File: config.mk
export PLATFORM = sky130hd
export DESIGN_NAME = eeprom_bus_slave
export DESIGN_NICKNAME = d
export VERILOG_FILES = /design/src/rtl/eeprom_bus_pkg.sv /design/src/rtl/byte_buffer.sv /design/src/rtl/eeprom_bus_slave.sv
export SDC_FILE = /design/constraint.sdc
export NUM_CORES = 1
export LEC_CHECK = 0
export BUFFER_PORTS_ARGS = -buffer_cell sky130_fd_sc_hd__buf_2
export CAP_MARGIN = 20
export CORE_ASPECT_RATIO = 1.25
export CORE_MARGIN = 2
export CORE_UTILIZATION = 55
export CTS_CLUSTER_DIAMETER = 80
export CTS_CLUSTER_SIZE = 20
export DETAILED_ROUTE_END_ITERATION = 12
export HOLD_SLACK_MARGIN = 0.03
export PLACE_DENSITY_LB_ADDON = 0.12
export SLEW_MARGIN = 15
export SYNTH_ARGS = -nofsm -noshare
export SYNTH_HDL_FRONTEND = slang
export SYNTH_SLANG_ARGS = --single-unit
export TNS_END_PERCENT = 50
File: constraint.sdc
create_clock -name sys_clk -period 7.07 [get_ports sys_clk]
set_input_delay 0.3535 -clock sys_clk [delete_from_list [all_inputs] [get_ports sys_clk]]
set_output_delay 0.3535 -clock sys_clk [all_outputs]
set_load 0.005 [all_outputs]
File: src/rtl/eeprom_bus_pkg.sv
// Purpose: Shared constants and types for the two-wire slave bus-condition layer
// Assumes: sys_clk period of 4 ns
// Notes: Times are kept in their own unit; cycle counts derive from them
package eeprom_bus_pkg;

  // System clock period in picoseconds
  localparam int unsigned CLK_PERIOD_PS = 4000;

  // Longest spike the line filters must swallow
  localparam int unsigned SPIKE_NS = 50;
  // Least data hold after the clock falls while transmitting
  localparam int unsigned HOLD_NS = 300;
  // Longest self-timed write cycle
  localparam int unsigned WRITE_CYCLE_MS = 5;

  // Least time rounded up to whole cycles; a spike of SPIKE_NS must not pass
  localparam int unsigned SPIKE_CYC = (SPIKE_NS * 1000 + CLK_PERIOD_PS - 1) / CLK_PERIOD_PS + 1;
  localparam int unsigned HOLD_CYC = (HOLD_NS * 1000 + CLK_PERIOD_PS - 1) / CLK_PERIOD_PS;
  // Longest time rounded down
  localparam longint unsigned WRITE_CYCLE_CYC =
    (64'(WRITE_CYCLE_MS) * 64'd1_000_000_000) / 64'(CLK_PERIOD_PS);

  // Bytes kept from a write burst
  localparam int unsigned PAGE_DEPTH = 16;
  // Entries of the receive buffer
  localparam int unsigned RX_DEPTH = 2;

  // Bit positions within a byte
  localparam int unsigned BYTE_MSB = 7;
  localparam int unsigned RW_BIT = 0;
  // Rising clock edges per byte, and the acknowledge edge
  localparam logic [3:0] BITS_PER_BYTE = 4'h8;
  localparam logic [3:0] ACK_SLOT = 4'h9;

  // Reset values
  localparam logic [7:0] IDLE_BYTE = 8'hFF;
  localparam logic LINE_IDLE = 1'b1;

  // The two bus lines, travelling together
  typedef struct packed {
    logic scl;
    logic sda;
  } line_s;

  localparam line_s LINES_IDLE = '{scl: LINE_IDLE, sda: LINE_IDLE};

endpackage : eeprom_bus_pkg

File: src/rtl/byte_buffer.sv
// Purpose: Small FIFO with valid and ready on both sides
// Assumes: Single clock, asynchronous active-low reset
// Notes: Full and empty are exact; in_ready drops when every entry holds a word
`timescale 1ns/10ps
`default_nettype none
module byte_buffer
  import eeprom_bus_pkg::*;
#(
  parameter int unsigned WIDTH = 8,
  parameter int unsigned DEPTH = RX_DEPTH
)
(
  input wire logic sys_clk,
  input wire logic resetn,
  input wire logic in_valid,
  input wire logic [WIDTH-1:0] in_data,
  output logic in_ready,
  output logic out_valid,
  output logic [WIDTH-1:0] out_data,
  input wire logic out_ready
);

  localparam int unsigned PW = (DEPTH > 1) ? $clog2(DEPTH) : 1;
  localparam int unsigned CW = $clog2(DEPTH + 1);

  logic [WIDTH-1:0] mem [DEPTH];
  logic [PW-1:0] wr_ptr;
  logic [PW-1:0] rd_ptr;
  logic [CW-1:0] count;

  // Handshake decode
  wire push = in_valid & in_ready;
  wire pop = out_valid & out_ready;
  assign in_ready = (count != CW'(DEPTH));
  assign out_data = mem[rd_ptr];

  function automatic logic [PW-1:0] wrap_inc(input logic [PW-1:0] p);
    wrap_inc = (p == PW'(DEPTH - 1)) ? '0 : p + 1'b1;
  endfunction : wrap_inc

  // Storage and pointers
  always_ff @(posedge sys_clk or negedge resetn)
  begin
    if (!resetn)
    begin
      wr_ptr <= '0;
      rd_ptr <= '0;
      count <= '0;
      out_valid <= 1'b0;
    end
    else
    begin
      if (push)
      begin
        mem[wr_ptr] <= in_data;
        wr_ptr <= wrap_inc(wr_ptr);
      end
      if (pop)
        rd_ptr <= wrap_inc(rd_ptr);
      count <= count + CW'(push) - CW'(pop);
      out_valid <= (count + CW'(push) - CW'(pop)) != '0;
    end
  end

endmodule : byte_buffer
`default_nettype wire

File: src/rtl/eeprom_bus_slave.sv
// Purpose: Slave-side bus conditions, byte transfer and acknowledge of a serial memory
// Assumes: Bus lines arrive from pins; sda is open-drain, driven low only
// Notes: Addressing is left to the user side through ack_enable
// Operation
// Master clocks bus; we only respond
// Master's read/write bit picks our role
// Master starts transfers only on idle bus
// Both lines high means bus idle
// Data falls while clock high: START
// Data rises while clock high: STOP
// Data change under high clock is condition
// One bit per clock, sampled on rise
// Keep last sixteen written bytes, FIFO order
// Acknowledge every byte we receive; we refuse when ack_enable is low or the receive buffer is full
// Master gives ninth clock for acknowledge
// No acknowledge during programming cycle
// Acknowledge low across whole high period
// Master withholds acknowledge after last byte
// On read no-acknowledge, release data line
// Hold output 300 ns after clock falls
// Write cycle ends within 5 ms
// Swallow spikes up to 50 ns
// Synchronise lines, detect on clean copies
// Write STOP starts cycle, refuse acknowledges
`timescale 1ns/10ps
`default_nettype none
module eeprom_bus_slave
  import eeprom_bus_pkg::*;
#(
  parameter int unsigned FILTER_CYC = SPIKE_CYC,
  parameter int unsigned HOLD_DELAY_CYC = HOLD_CYC,
  parameter longint unsigned WRITE_CYC = WRITE_CYCLE_CYC,
  parameter int unsigned DEPTH = PAGE_DEPTH
)
(
  input wire logic sys_clk,
  input wire logic resetn,
  input wire logic scl_in,
  input wire logic sda_in,
  output logic sda_out,
  output logic sda_oe,
  input wire logic ack_enable,
  output logic [7:0] rx_data,
  output logic rx_valid,
  input wire logic rx_ready,
  input wire logic [7:0] tx_data,
  input wire logic tx_valid,
  output logic tx_ready,
  output logic bus_active,
  output logic start_pulse,
  output logic stop_pulse,
  output logic read_mode,
  output logic write_busy,
  output logic [$clog2(DEPTH+1)-1:0] page_count,
  input wire logic [$clog2(DEPTH)-1:0] page_rd_idx,
  output logic [7:0] page_rd_data
);

  typedef enum logic [1:0] {ST_IDLE, ST_RECV, ST_SEND} bus_state_e;

  localparam int unsigned FW = $clog2(FILTER_CYC + 1);
  localparam int unsigned HW = $clog2(HOLD_DELAY_CYC + 1);
  localparam int unsigned WW = $clog2(WRITE_CYC + 1);
  localparam int unsigned PW = $clog2(DEPTH);
  localparam int unsigned NW = $clog2(DEPTH + 1);

  line_s sync1;
  line_s sync2;
  line_s clean;
  line_s clean_d;
  logic [FW-1:0] flt_cnt [2];
  bus_state_e state;
  logic [3:0] bit_cnt;
  logic [7:0] shift;
  logic first_byte;
  logic ack_ok;
  logic master_ack;
  logic data_seen;
  logic pend_oe;
  logic [HW-1:0] hold_cnt;
  logic [WW-1:0] wc_cnt;
  logic [7:0] page [DEPTH];
  logic [PW-1:0] page_wr;
  logic [7:0] rx_byte;
  logic rx_push;
  logic buf_ready;
  logic [7:0] buf_data;
  logic buf_valid;

  // Edge and condition decode on the filtered lines
  wire scl_rise = clean.scl & ~clean_d.scl;
  wire scl_fall = ~clean.scl & clean_d.scl;
  wire start_cond = clean.scl & clean_d.scl & clean_d.sda & ~clean.sda;
  wire stop_cond = clean.scl & clean_d.scl & ~clean_d.sda & clean.sda;
  wire bus_idle = clean.scl & clean.sda;
  wire [7:0] next_shift = {shift[BYTE_MSB-1:0], clean.sda};
  wire byte_done = scl_rise & (state == ST_RECV) & (bit_cnt == BITS_PER_BYTE - 4'h1);
  wire next_ack_ok = ~write_busy & ack_enable & buf_ready;
  wire write_cmd = ~read_mode & data_seen;
  wire [7:0] next_tx = tx_valid ? tx_data : IDLE_BYTE;
  wire port_take = ~rx_valid | rx_ready;

  // Two flip-flop synchroniser on both pins
  always_ff @(posedge sys_clk or negedge resetn)
  begin
    if (!resetn)
    begin
      sync1 <= LINES_IDLE;
      sync2 <= LINES_IDLE;
    end
    else
    begin
      sync1 <= '{scl: scl_in, sda: sda_in};
      sync2 <= sync1;
    end
  end

  // Spike filter: a level passes only after FILTER_CYC stable cycles
  always_ff @(posedge sys_clk or negedge resetn)
  begin
    if (!resetn)
    begin
      clean <= LINES_IDLE;
      clean_d <= LINES_IDLE;
      flt_cnt[0] <= '0;
      flt_cnt[1] <= '0;
    end
    else
    begin
      clean_d <= clean;
      for (int i = 0; i < 2; i++)
      begin
        if (sync2[i] == clean[i])
          flt_cnt[i] <= '0;
        else if (flt_cnt[i] == FW'(FILTER_CYC - 1))
        begin
          clean[i] <= sync2[i];
          flt_cnt[i] <= '0;
        end
        else
          flt_cnt[i] <= flt_cnt[i] + 1'b1;
      end
    end
  end

  // Byte engine: bit count, role and acknowledge decisions
  always_ff @(posedge sys_clk or negedge resetn)
  begin
    if (!resetn)
    begin
      state <= ST_IDLE;
      bit_cnt <= '0;
      shift <= IDLE_BYTE;
      first_byte <= 1'b0;
      ack_ok <= 1'b0;
      master_ack <= 1'b0;
      data_seen <= 1'b0;
      read_mode <= 1'b0;
      pend_oe <= 1'b0;
      tx_ready <= 1'b0;
      rx_push <= 1'b0;
      rx_byte <= '0;
    end
    else
    begin
      tx_ready <= 1'b0;
      rx_push <= 1'b0;
      if (start_cond)
      begin
        state <= ST_RECV;
        bit_cnt <= '0;
        first_byte <= 1'b1;
        data_seen <= 1'b0;
        read_mode <= 1'b0;
        ack_ok <= 1'b0;
        pend_oe <= 1'b0;
      end
      else if (stop_cond)
      begin
        state <= ST_IDLE;
        pend_oe <= 1'b0;
      end
      else if (state == ST_RECV)
      begin
        if (scl_rise && bit_cnt < BITS_PER_BYTE)
        begin
          shift <= next_shift;
          bit_cnt <= bit_cnt + 4'h1;
        end
        else if (scl_rise)
          bit_cnt <= ACK_SLOT;
        if (byte_done)
        begin
          ack_ok <= next_ack_ok;
          rx_push <= next_ack_ok;
          rx_byte <= next_shift;
          if (first_byte)
            read_mode <= next_shift[RW_BIT];
          else if (next_ack_ok)
            data_seen <= 1'b1;
        end
        if (scl_fall && bit_cnt == BITS_PER_BYTE)
          pend_oe <= ack_ok;
        else if (scl_fall && bit_cnt == ACK_SLOT)
        begin
          bit_cnt <= '0;
          first_byte <= 1'b0;
          if (read_mode && ack_ok)
          begin
            state <= ST_SEND;
            shift <= next_tx;
            tx_ready <= tx_valid;
            pend_oe <= ~next_tx[BYTE_MSB];
          end
          else
            pend_oe <= 1'b0;
        end
      end
      else if (state == ST_SEND)
      begin
        if (scl_rise && bit_cnt == BITS_PER_BYTE)
        begin
          master_ack <= ~clean.sda;
          bit_cnt <= ACK_SLOT;
        end
        else if (scl_rise)
          bit_cnt <= bit_cnt + 4'h1;
        if (scl_fall && bit_cnt < BITS_PER_BYTE)
        begin
          shift <= {shift[BYTE_MSB-1:0], 1'b1};
          pend_oe <= ~shift[BYTE_MSB-1];
        end
        else if (scl_fall && bit_cnt == BITS_PER_BYTE)
          pend_oe <= 1'b0;
        else if (scl_fall && bit_cnt == ACK_SLOT)
        begin
          bit_cnt <= '0;
          if (master_ack)
          begin
            shift <= next_tx;
            tx_ready <= tx_valid;
            pend_oe <= ~next_tx[BYTE_MSB];
          end
          else
          begin
            state <= ST_IDLE;
            pend_oe <= 1'b0;
          end
        end
      end
    end
  end

  // Output delay: data changes after a clock fall wait HOLD_DELAY_CYC; START and STOP release the line at once
  always_ff @(posedge sys_clk or negedge resetn)
  begin
    if (!resetn)
    begin
      sda_oe <= 1'b0;
      sda_out <= 1'b0;
      hold_cnt <= '0;
    end
    else
    begin
      sda_out <= 1'b0;
      if (start_cond || stop_cond)
      begin
        sda_oe <= 1'b0;
        hold_cnt <= '0;
      end
      else if (scl_fall && state != ST_IDLE)
        hold_cnt <= HW'(HOLD_DELAY_CYC);
      else if (hold_cnt == HW'(1))
      begin
        sda_oe <= pend_oe;
        hold_cnt <= '0;
      end
      else if (hold_cnt != '0)
        hold_cnt <= hold_cnt - 1'b1;
      else if (state == ST_IDLE)
        sda_oe <= 1'b0;
    end
  end

  // Self-timed write cycle, started by the STOP of a write command
  always_ff @(posedge sys_clk or negedge resetn)
  begin
    if (!resetn)
    begin
      wc_cnt <= '0;
      write_busy <= 1'b0;
    end
    else if (stop_cond && write_cmd && !write_busy)
    begin
      wc_cnt <= WW'(WRITE_CYC - 1);
      write_busy <= 1'b1;
    end
    else if (write_busy)
    begin
      wc_cnt <= wc_cnt - 1'b1;
      if (wc_cnt == '0)
        write_busy <= 1'b0;
    end
  end

  // Burst store: the newest DEPTH bytes overwrite the oldest
  always_ff @(posedge sys_clk or negedge resetn)
  begin
    if (!resetn)
    begin
      page_wr <= '0;
      page_count <= '0;
      page_rd_data <= '0;
    end
    else
    begin
      page_rd_data <= page[page_rd_idx];
      if (start_cond)
      begin
        page_wr <= '0;
        page_count <= '0;
      end
      else if (byte_done && next_ack_ok && !first_byte && !read_mode)
      begin
        page[page_wr] <= next_shift;
        page_wr <= (page_wr == PW'(DEPTH - 1)) ? '0 : page_wr + 1'b1;
        if (page_count != NW'(DEPTH))
          page_count <= page_count + 1'b1;
      end
    end
  end

  // Bus status flags
  always_ff @(posedge sys_clk or negedge resetn)
  begin
    if (!resetn)
    begin
      bus_active <= 1'b0;
      start_pulse <= 1'b0;
      stop_pulse <= 1'b0;
    end
    else
    begin
      start_pulse <= start_cond;
      stop_pulse <= stop_cond;
      if (start_cond)
        bus_active <= 1'b1;
      else if (stop_cond || (bus_idle && state == ST_IDLE))
        bus_active <= 1'b0;
    end
  end

  // Received bytes leave through a two-entry buffer
  byte_buffer #(
    .WIDTH(8),
    .DEPTH(RX_DEPTH)
  ) rx_buf (
    .sys_clk(sys_clk),
    .resetn(resetn),
    .in_valid(rx_push),
    .in_data(rx_byte),
    .in_ready(buf_ready),
    .out_valid(buf_valid),
    .out_data(buf_data),
    .out_ready(port_take)
  );

  // Buffer head registered onto the ports
  always_ff @(posedge sys_clk or negedge resetn)
  begin
    if (!resetn)
    begin
      rx_valid <= 1'b0;
      rx_data <= '0;
    end
    else
    begin
      rx_valid <= buf_valid | (rx_valid & ~rx_ready);
      if (buf_valid && port_take)
        rx_data <= buf_data; // Held until the user takes it
    end
  end

endmodule : eeprom_bus_slave
`default_nettype wire

# Word level (Yosys, flattened, before mapping)
# Memory sizes are Yosys's and may differ from the RTL's. A register that Yosys moved wholly into a read port is not among the register bits.
# Index checks and enable logic that the tools add are counted.
totals:
  register_bits: 94
  mem_count: 2
  input_bits: 19
  ramBits: 144
  wordCells: 281
  out_inout_bits: 30
mem_list:
  columns: ["name", "depth", "width", "read_ports", "rd_ports_with_merged_regs", "wr", "line_no", "rtl"]
  rows:
  - ["page", 16, 8, 1, 1, 1, "eeprom_bus_slave.sv:82", "logic [7:0] page [DEPTH];"]
  - ["rx_buf.mem", 2, 8, 1, 1, 1, "byte_buffer.sv:26", "logic [WIDTH-1:0] mem [DEPTH];"]
op_classes:
  n_bitwise: 33
  addsub: 11
  n_reduce_logical: 60
  eq_ne: 24
  n_lt_le_gt_ge: 1
  muxes: 114
ops:
  columns: ["operator", "count"]
  rows:
  - ["two-way mux 8 bit", 11]
  - ["two-way mux 4 bit", 20]
  - ["two-way mux 1 bit", 63]
  - ["two-way mux 21 bit", 2]
  - ["two-way mux 7 bit", 4]
  - ["nonzero test 2 bit", 12]
  - ["two-way mux 2 bit", 11]
  - ["logical NOT 21 bit", 1]
  - ["subtractor 21 x 1 -> 21 bit, second input constant", 1]
  - ["equality test 4 bit, second input constant", 5]
  - ["adder 4 x 1 -> 4 bit, second input constant", 4]
  - ["AND 1 bit", 16]
  - ["logical AND 1 bit", 16]
  - ["two-way mux 5 bit", 3]
  - ["NOT 1 bit", 15]
  - ["nonzero test 3 bit", 5]
  - ["AND reduction 4 bit", 3]
  - ["AND reduction 6 bit", 2]
  - ["AND reduction 5 bit", 2]
  - ["AND reduction 3 bit", 3]
  - ["!= test 2 bit, second input constant", 4]
  - ["AND reduction 2 bit", 4]
  - ["nonzero test 4 bit", 2]
  - ["equality test 7 x 1 -> 1 bit, second input constant", 1]
  - ["other kinds (24)", 33]

# Logic depth before layout (Yosys ltp)
depth:
  word_depth: 11
  ltp_mapped: 10

# By module
# A second synthesis with hierarchy kept.
unflattened:
  hier_cells: 725
  area_unflattened_um2: 10880.4
by_module_without_submodules:
  columns: ["mod", "n_inst", "seq_area_each_um2", "cells_each", "area_each_um2"]
  rows:
  - ["eeprom_bus_slave", 1, 6465.0, 682, 10077.2]
  - ["byte_buffer", 1, 605.6, 43, 803.3]

# Worst setup path after synthesis
# No wires, ideal clock.
synth_timing:
  kind: "register -> register"
  from: "register bit_cnt[2]"
  to: "memory page[1][0] (enable)"
  period_less_slack_ps: 2588
  path_slack_ps: 4482
  setup_ps: 383
  required_ps: 6687
  path_stages_with_launch: 8
  arrival_ps: 2204
  path_cell_list: "dfrtp_1 -> clkbuf_1 -> and4b_1 -> nand4_1 -> inv_1 -> clkbuf_1 -> nand4_1 -> nor3_1"
synth_via:
  elab_chain_len: 9
synth_lines:
  columns: ["element", "line_no", "rtl"]
  rows:
  - ["start: declaration", "eeprom_bus_slave.sv:73", "logic [3:0] bit_cnt;"]
  - ["start signal: assignment", "eeprom_bus_slave.sv:188", "bit_cnt <= bit_cnt + 4'h1;"]
  - ["start signal: assignment", "eeprom_bus_slave.sv:227", "bit_cnt <= bit_cnt + 4'h1;"]
  - ["equality test 4 x 3 -> 1 bit", "eeprom_bus_slave.sv:97", "wire byte_done = scl_rise & (state == ST_RECV) & (bit_cnt == BITS_PER_BYTE - 4'h1);"]
  - ["AND 1 bit", "eeprom_bus_slave.sv:97", null]
  - ["logical AND 1 bit (3 in series)", "eeprom_bus_slave.sv:323", "else if (byte_done && next_ack_ok && !first_byte && !read_mode)"]
  - ["two-way mux 1 bit", "eeprom_bus_slave.sv:323", null]
  - ["two-way mux 1 bit", "eeprom_bus_slave.sv:318", "if (start_cond)"]
  - ["logical AND 1 bit (implied by the code)", "eeprom_bus_slave.sv:325", "page[page_wr] <= next_shift;"]
  - ["two-way mux 1 bit (implied by the code)", "eeprom_bus_slave.sv:325", null]
  - ["end: declaration", "eeprom_bus_slave.sv:82", null]
# Every way passes these cells.

# Final worst setup path
layout_timing:
  from: "register state[1]"
  to: "memory page[1][0] (enable)"
layout_via:
  elab_chain_len: 10
layout_lines:
  columns: ["element", "line_no", "rtl"]
  rows:
  - ["start: declaration", "eeprom_bus_slave.sv:72", "bus_state_e state;"]
  - ["start signal: assignment", "eeprom_bus_slave.sv:151", "state <= ST_IDLE;"]
  - ["start signal: assignment", "eeprom_bus_slave.sv:170", "state <= ST_RECV;"]
  - ["start signal: assignment", "eeprom_bus_slave.sv:180", "state <= ST_IDLE;"]
  - ["equality test 2 x 1 -> 1 bit", "eeprom_bus_slave.sv:97", null]
  - ["AND 1 bit (2 in series)", "eeprom_bus_slave.sv:97", null]
  - ["logical AND 1 bit (3 in series)", "eeprom_bus_slave.sv:323", null]
  - ["two-way mux 1 bit", "eeprom_bus_slave.sv:323", null]
  - ["two-way mux 1 bit", "eeprom_bus_slave.sv:318", null]
  - ["logical AND 1 bit (implied by the code)", "eeprom_bus_slave.sv:325", null]
  - ["two-way mux 1 bit (implied by the code)", "eeprom_bus_slave.sv:325", null]
# Every way passes these cells.

==> flow_summary.json <==
{
  "setup_viol": 0,
  "yosys.area_share.simple": 0.111,
  "synth_fa_ha_area_frac": 0.0263,
  "clock-root-buffer": "clkbuf_16",
  "max_freq_mhz": 277,
  "hold_start": "rx_ready",
  "core_um2": 19500,
  "worstReg2RegEnd": "page[1][0]$_DFFE_PP_",
  "synth_top_family_by_area": "simple AND/OR/NAND/NOR gates",
  "syn_nets": 805,
  "p_seq_frac": 0.592,
  "synth_edf_count": 144,
  "clockBufferDepth": 3,
  "timing.final.max_slew_violations": 0,
  "drv_cap": 0,
  "synth_compound_area_frac": 0.0727,
  "ff2ff_setup_slack_ps": 3460,
  "dieArea_um2": 21100,
  "max-slew-margin-rel": 0.301,
  "diodes": 0,
  "swShare": 0.205,
  "design_area_um2": 12000,
  "hold_slack_ps": 191,
  "path_clk_slew_ps": 80,
  "synth_flop_cell": "edfxtp_1",
  "wl_per_cell_um": 21.3,
  "ant_nets": 0,
  "cp.required_ps": 7170,
  "via_per_inst": 6.07,
  "grt_max_degree": 61,
  "p_leak_nw": 4.85,
  "ys_warn_count": 0,
  "cp_max_fo": 21,
  "cts_num_sinks": 253,
  "final_nets": 845,
  "grt_pass1_wl_um": 36600,
  "area.growth.synth_to_final_pct": 9.14,
  "drtIter0Drc": 457,
  "synth_cells": 763,
  "power_density_nw_per_um2": 221,
  "hp-class": "in2reg",
  "routed_wl_um": 22900,
  "rsz0062_at_grt": "false",
  "highest_layer": "met4",
  "clockPowerShare": 0.357,
  "critPathKind": "reg2reg",
  "dpl_cell_area_um2": 11400,
  "worst-slew-pin-transition_ps": 1040,
  "die_y_um": 162,
  "syn_area_um2": 11000,
  "grt_overflow": 0,
  "status": "complete, no violations",
  "synthTopCellsByCount": "edfxtp_1, dfrtp_1, nand2_1",
  "internal-power_mw": 2.10,
  "vias": 6542,
  "die_x_um": 130,
  "post-route-util": 0.614,
  "antenna_found_initial": 0,
  "clkLatencyLatePin_ps": 490,
  "drive_gt1_frac": 0.178,
  "synthTopCellsByArea": "edfxtp_1, dfrtp_1, mux4_2, dfstp_2, ha_1",
  "met2_length_um": 12100,
  "hold_depth": 3,
  "cts-htree-levels": 1,
  "drtPass1Iterations": 4,
  "worst-endpoint-arrival_ps": 3710,
  "synth_xor_area_frac": 0.0104,
  "synth-seq-area-share": 0.646,
  "p_sw_uw": 542,
  "ir_drop_v": 0.000182,
  "synth.top_cell.area_share": 0.395,
  "synth-async-reset-ratio": 0.431,
  "p_comb_frac": 0.051,
  "start_util": 0.562,
  "min_period_ps": 3610,
  "yosysTopAreaCell": "edfxtp_1",
  "yosysMostFrequentCell": "edfxtp_1",
  "rr_startpoint": "state[1]$_DFFE_PN0P_",
  "rows": 57,
  "period_share": 0.510,
  "cts_tree": "yes",
  "hold_viol_final": 0,
  "synth_mux_area_frac": 0.111,
  "drc": 0,
  "hpwlAfterDp_um": 15700,
  "synth_seq_cells": 253,
  "cp-end-kind": "flop",
  "grt_pass1_vias": 6759,
  "wl_met1_um": 9190,
  "grt_usage": 0.227,
  "ys_types": 67,
  "io_pins": 49,
  "gp_congestion": 0.854,
  "fin_skew_ps": 14.0,
  "portBuffers": 47,
  "cts_made_buffers": 16,
  "worstSetupStartpointType": "flop",
  "r2r_cells": 7,
  "met3_length_um": 999,
  "min_to": "rx_valid$_DFF_PN0_",
  "postSynthAreaPerCell_um2": 14.4,
  "setup-tns-final_ps": 0
}
[metrics by stage]
step	setup WS (ps)	power [mW]	instances
2_1_floorplan	4480	1.69	763
3_3_place_gp	3570	1.72	1046
3_5_place_dp	3460	1.73	1046
4_1_cts	3450	2.66	1077
5_1_grt	3100	2.74	1078
6_report	3460	2.65	1078
[cells by family (layout without fill, tap and decap cells)]
| kind of cell | after synthesis | in the layout |
|---|---|---|
| compound gates | 119 | 119 |
| xor+xnor | 13 | 13 |
| fa+ha+maj | 23 | 23 |
| buf+inv | 63 | 113 |
| flops | 253 | 253 |
| mux | 70 | 70 |
| other cells | 1 | 1 |
| simple gates | 221 | 221 |
[per-layer routing]
layer / up-vias / GRT usage
met2: 189 / 0.405
met1: 3319 / 0.293
met5: - / 0
met3: 44 / 0.0247
met4: 0 / 0.0684
li1: 2990 / -
[worst max-delay path: stages, from the launching register on]
cell     delay [ps]
dfrtp_1         400
inv_1            80
ha_1            610
nor2b_1         230
nand4_1         280
inv_1           350
nand4_1         350
nor3_1          920
[sequential cells by signal (all words and copies together) (netlist names), 5 cells and up]
signal / flops
page: 128
wc_cnt: 21
rx_buf.mem: 16
flt_cnt: 8
page_rd_data: 8
rx_byte: 8
rx_data: 8
hold_cnt: 7
shift: 7
page_count: 5
[power groups by stage]
stage	clock network (mW)	logic, mW	registers (mW)
2_1_floorplan	0	0.0952	1.60
3_3_place_gp	0	0.124	1.60
3_5_place_dp	0	0.130	1.60
4_1_cts	0.965	0.133	1.57
5_1_grt	1.03	0.150	1.57
6_report	0.946	0.134	1.57
[final cells by class]
class | count | area [um^2]
fillers | 1482 | 7520
flip-flops and latches | 253 | 7070
multi-input cells | 447 | 3640
clock buffers | 26 | 459
well taps | 265 | 332
repair buffers | 52 | 295
inverters | 33 | 124
clock inverters | 2 | 35.0
[repair_timing]
item | 4_1_cts | 5_1_grt
hold buffers | 3 | 0
setup buffers | 0 | 0
gates resized for setup | 0 | 0
hold endpoints to repair | 52 | 0
[worst max path at each step]
stage,startpoint,to,slack [ps],depth (start not counted)
floorplan,bit_cnt[2]$_DFFE_PN0P_,page[1][0]$_DFFE_PP_,4480,7
global route,state[1]$_DFFE_PN0P_,page[1][6]$_DFFE_PP_,3100,7
detailed placement,state[1]$_DFFE_PN0P_,page[1][1]$_DFFE_PP_,3460,7
global placement,state[1]$_DFFE_PN0P_,page[1][0]$_DFFE_PP_,3570,7
finish,state[1]$_DFFE_PN0P_,page[1][0]$_DFFE_PP_,3460,7
CTS,state[1]$_DFFE_PN0P_,page[1][1]$_DFFE_PP_,3450,7
[placed cells by master, fill, tap and decap left out, types with 16 or more instances in the layout]
master,n
edfxtp_1,144
dfrtp_1,94
nand2_1,49
buf_2,46
nor2_1,42
mux4_2,40
inv_1,33
o21ai_0,31
ha_1,23
a21oi_1,21
mux2i_1,19
nand3_1,18
clkbuf_16,17
nor3_1,16
Power figures use the tool's default switching activity.
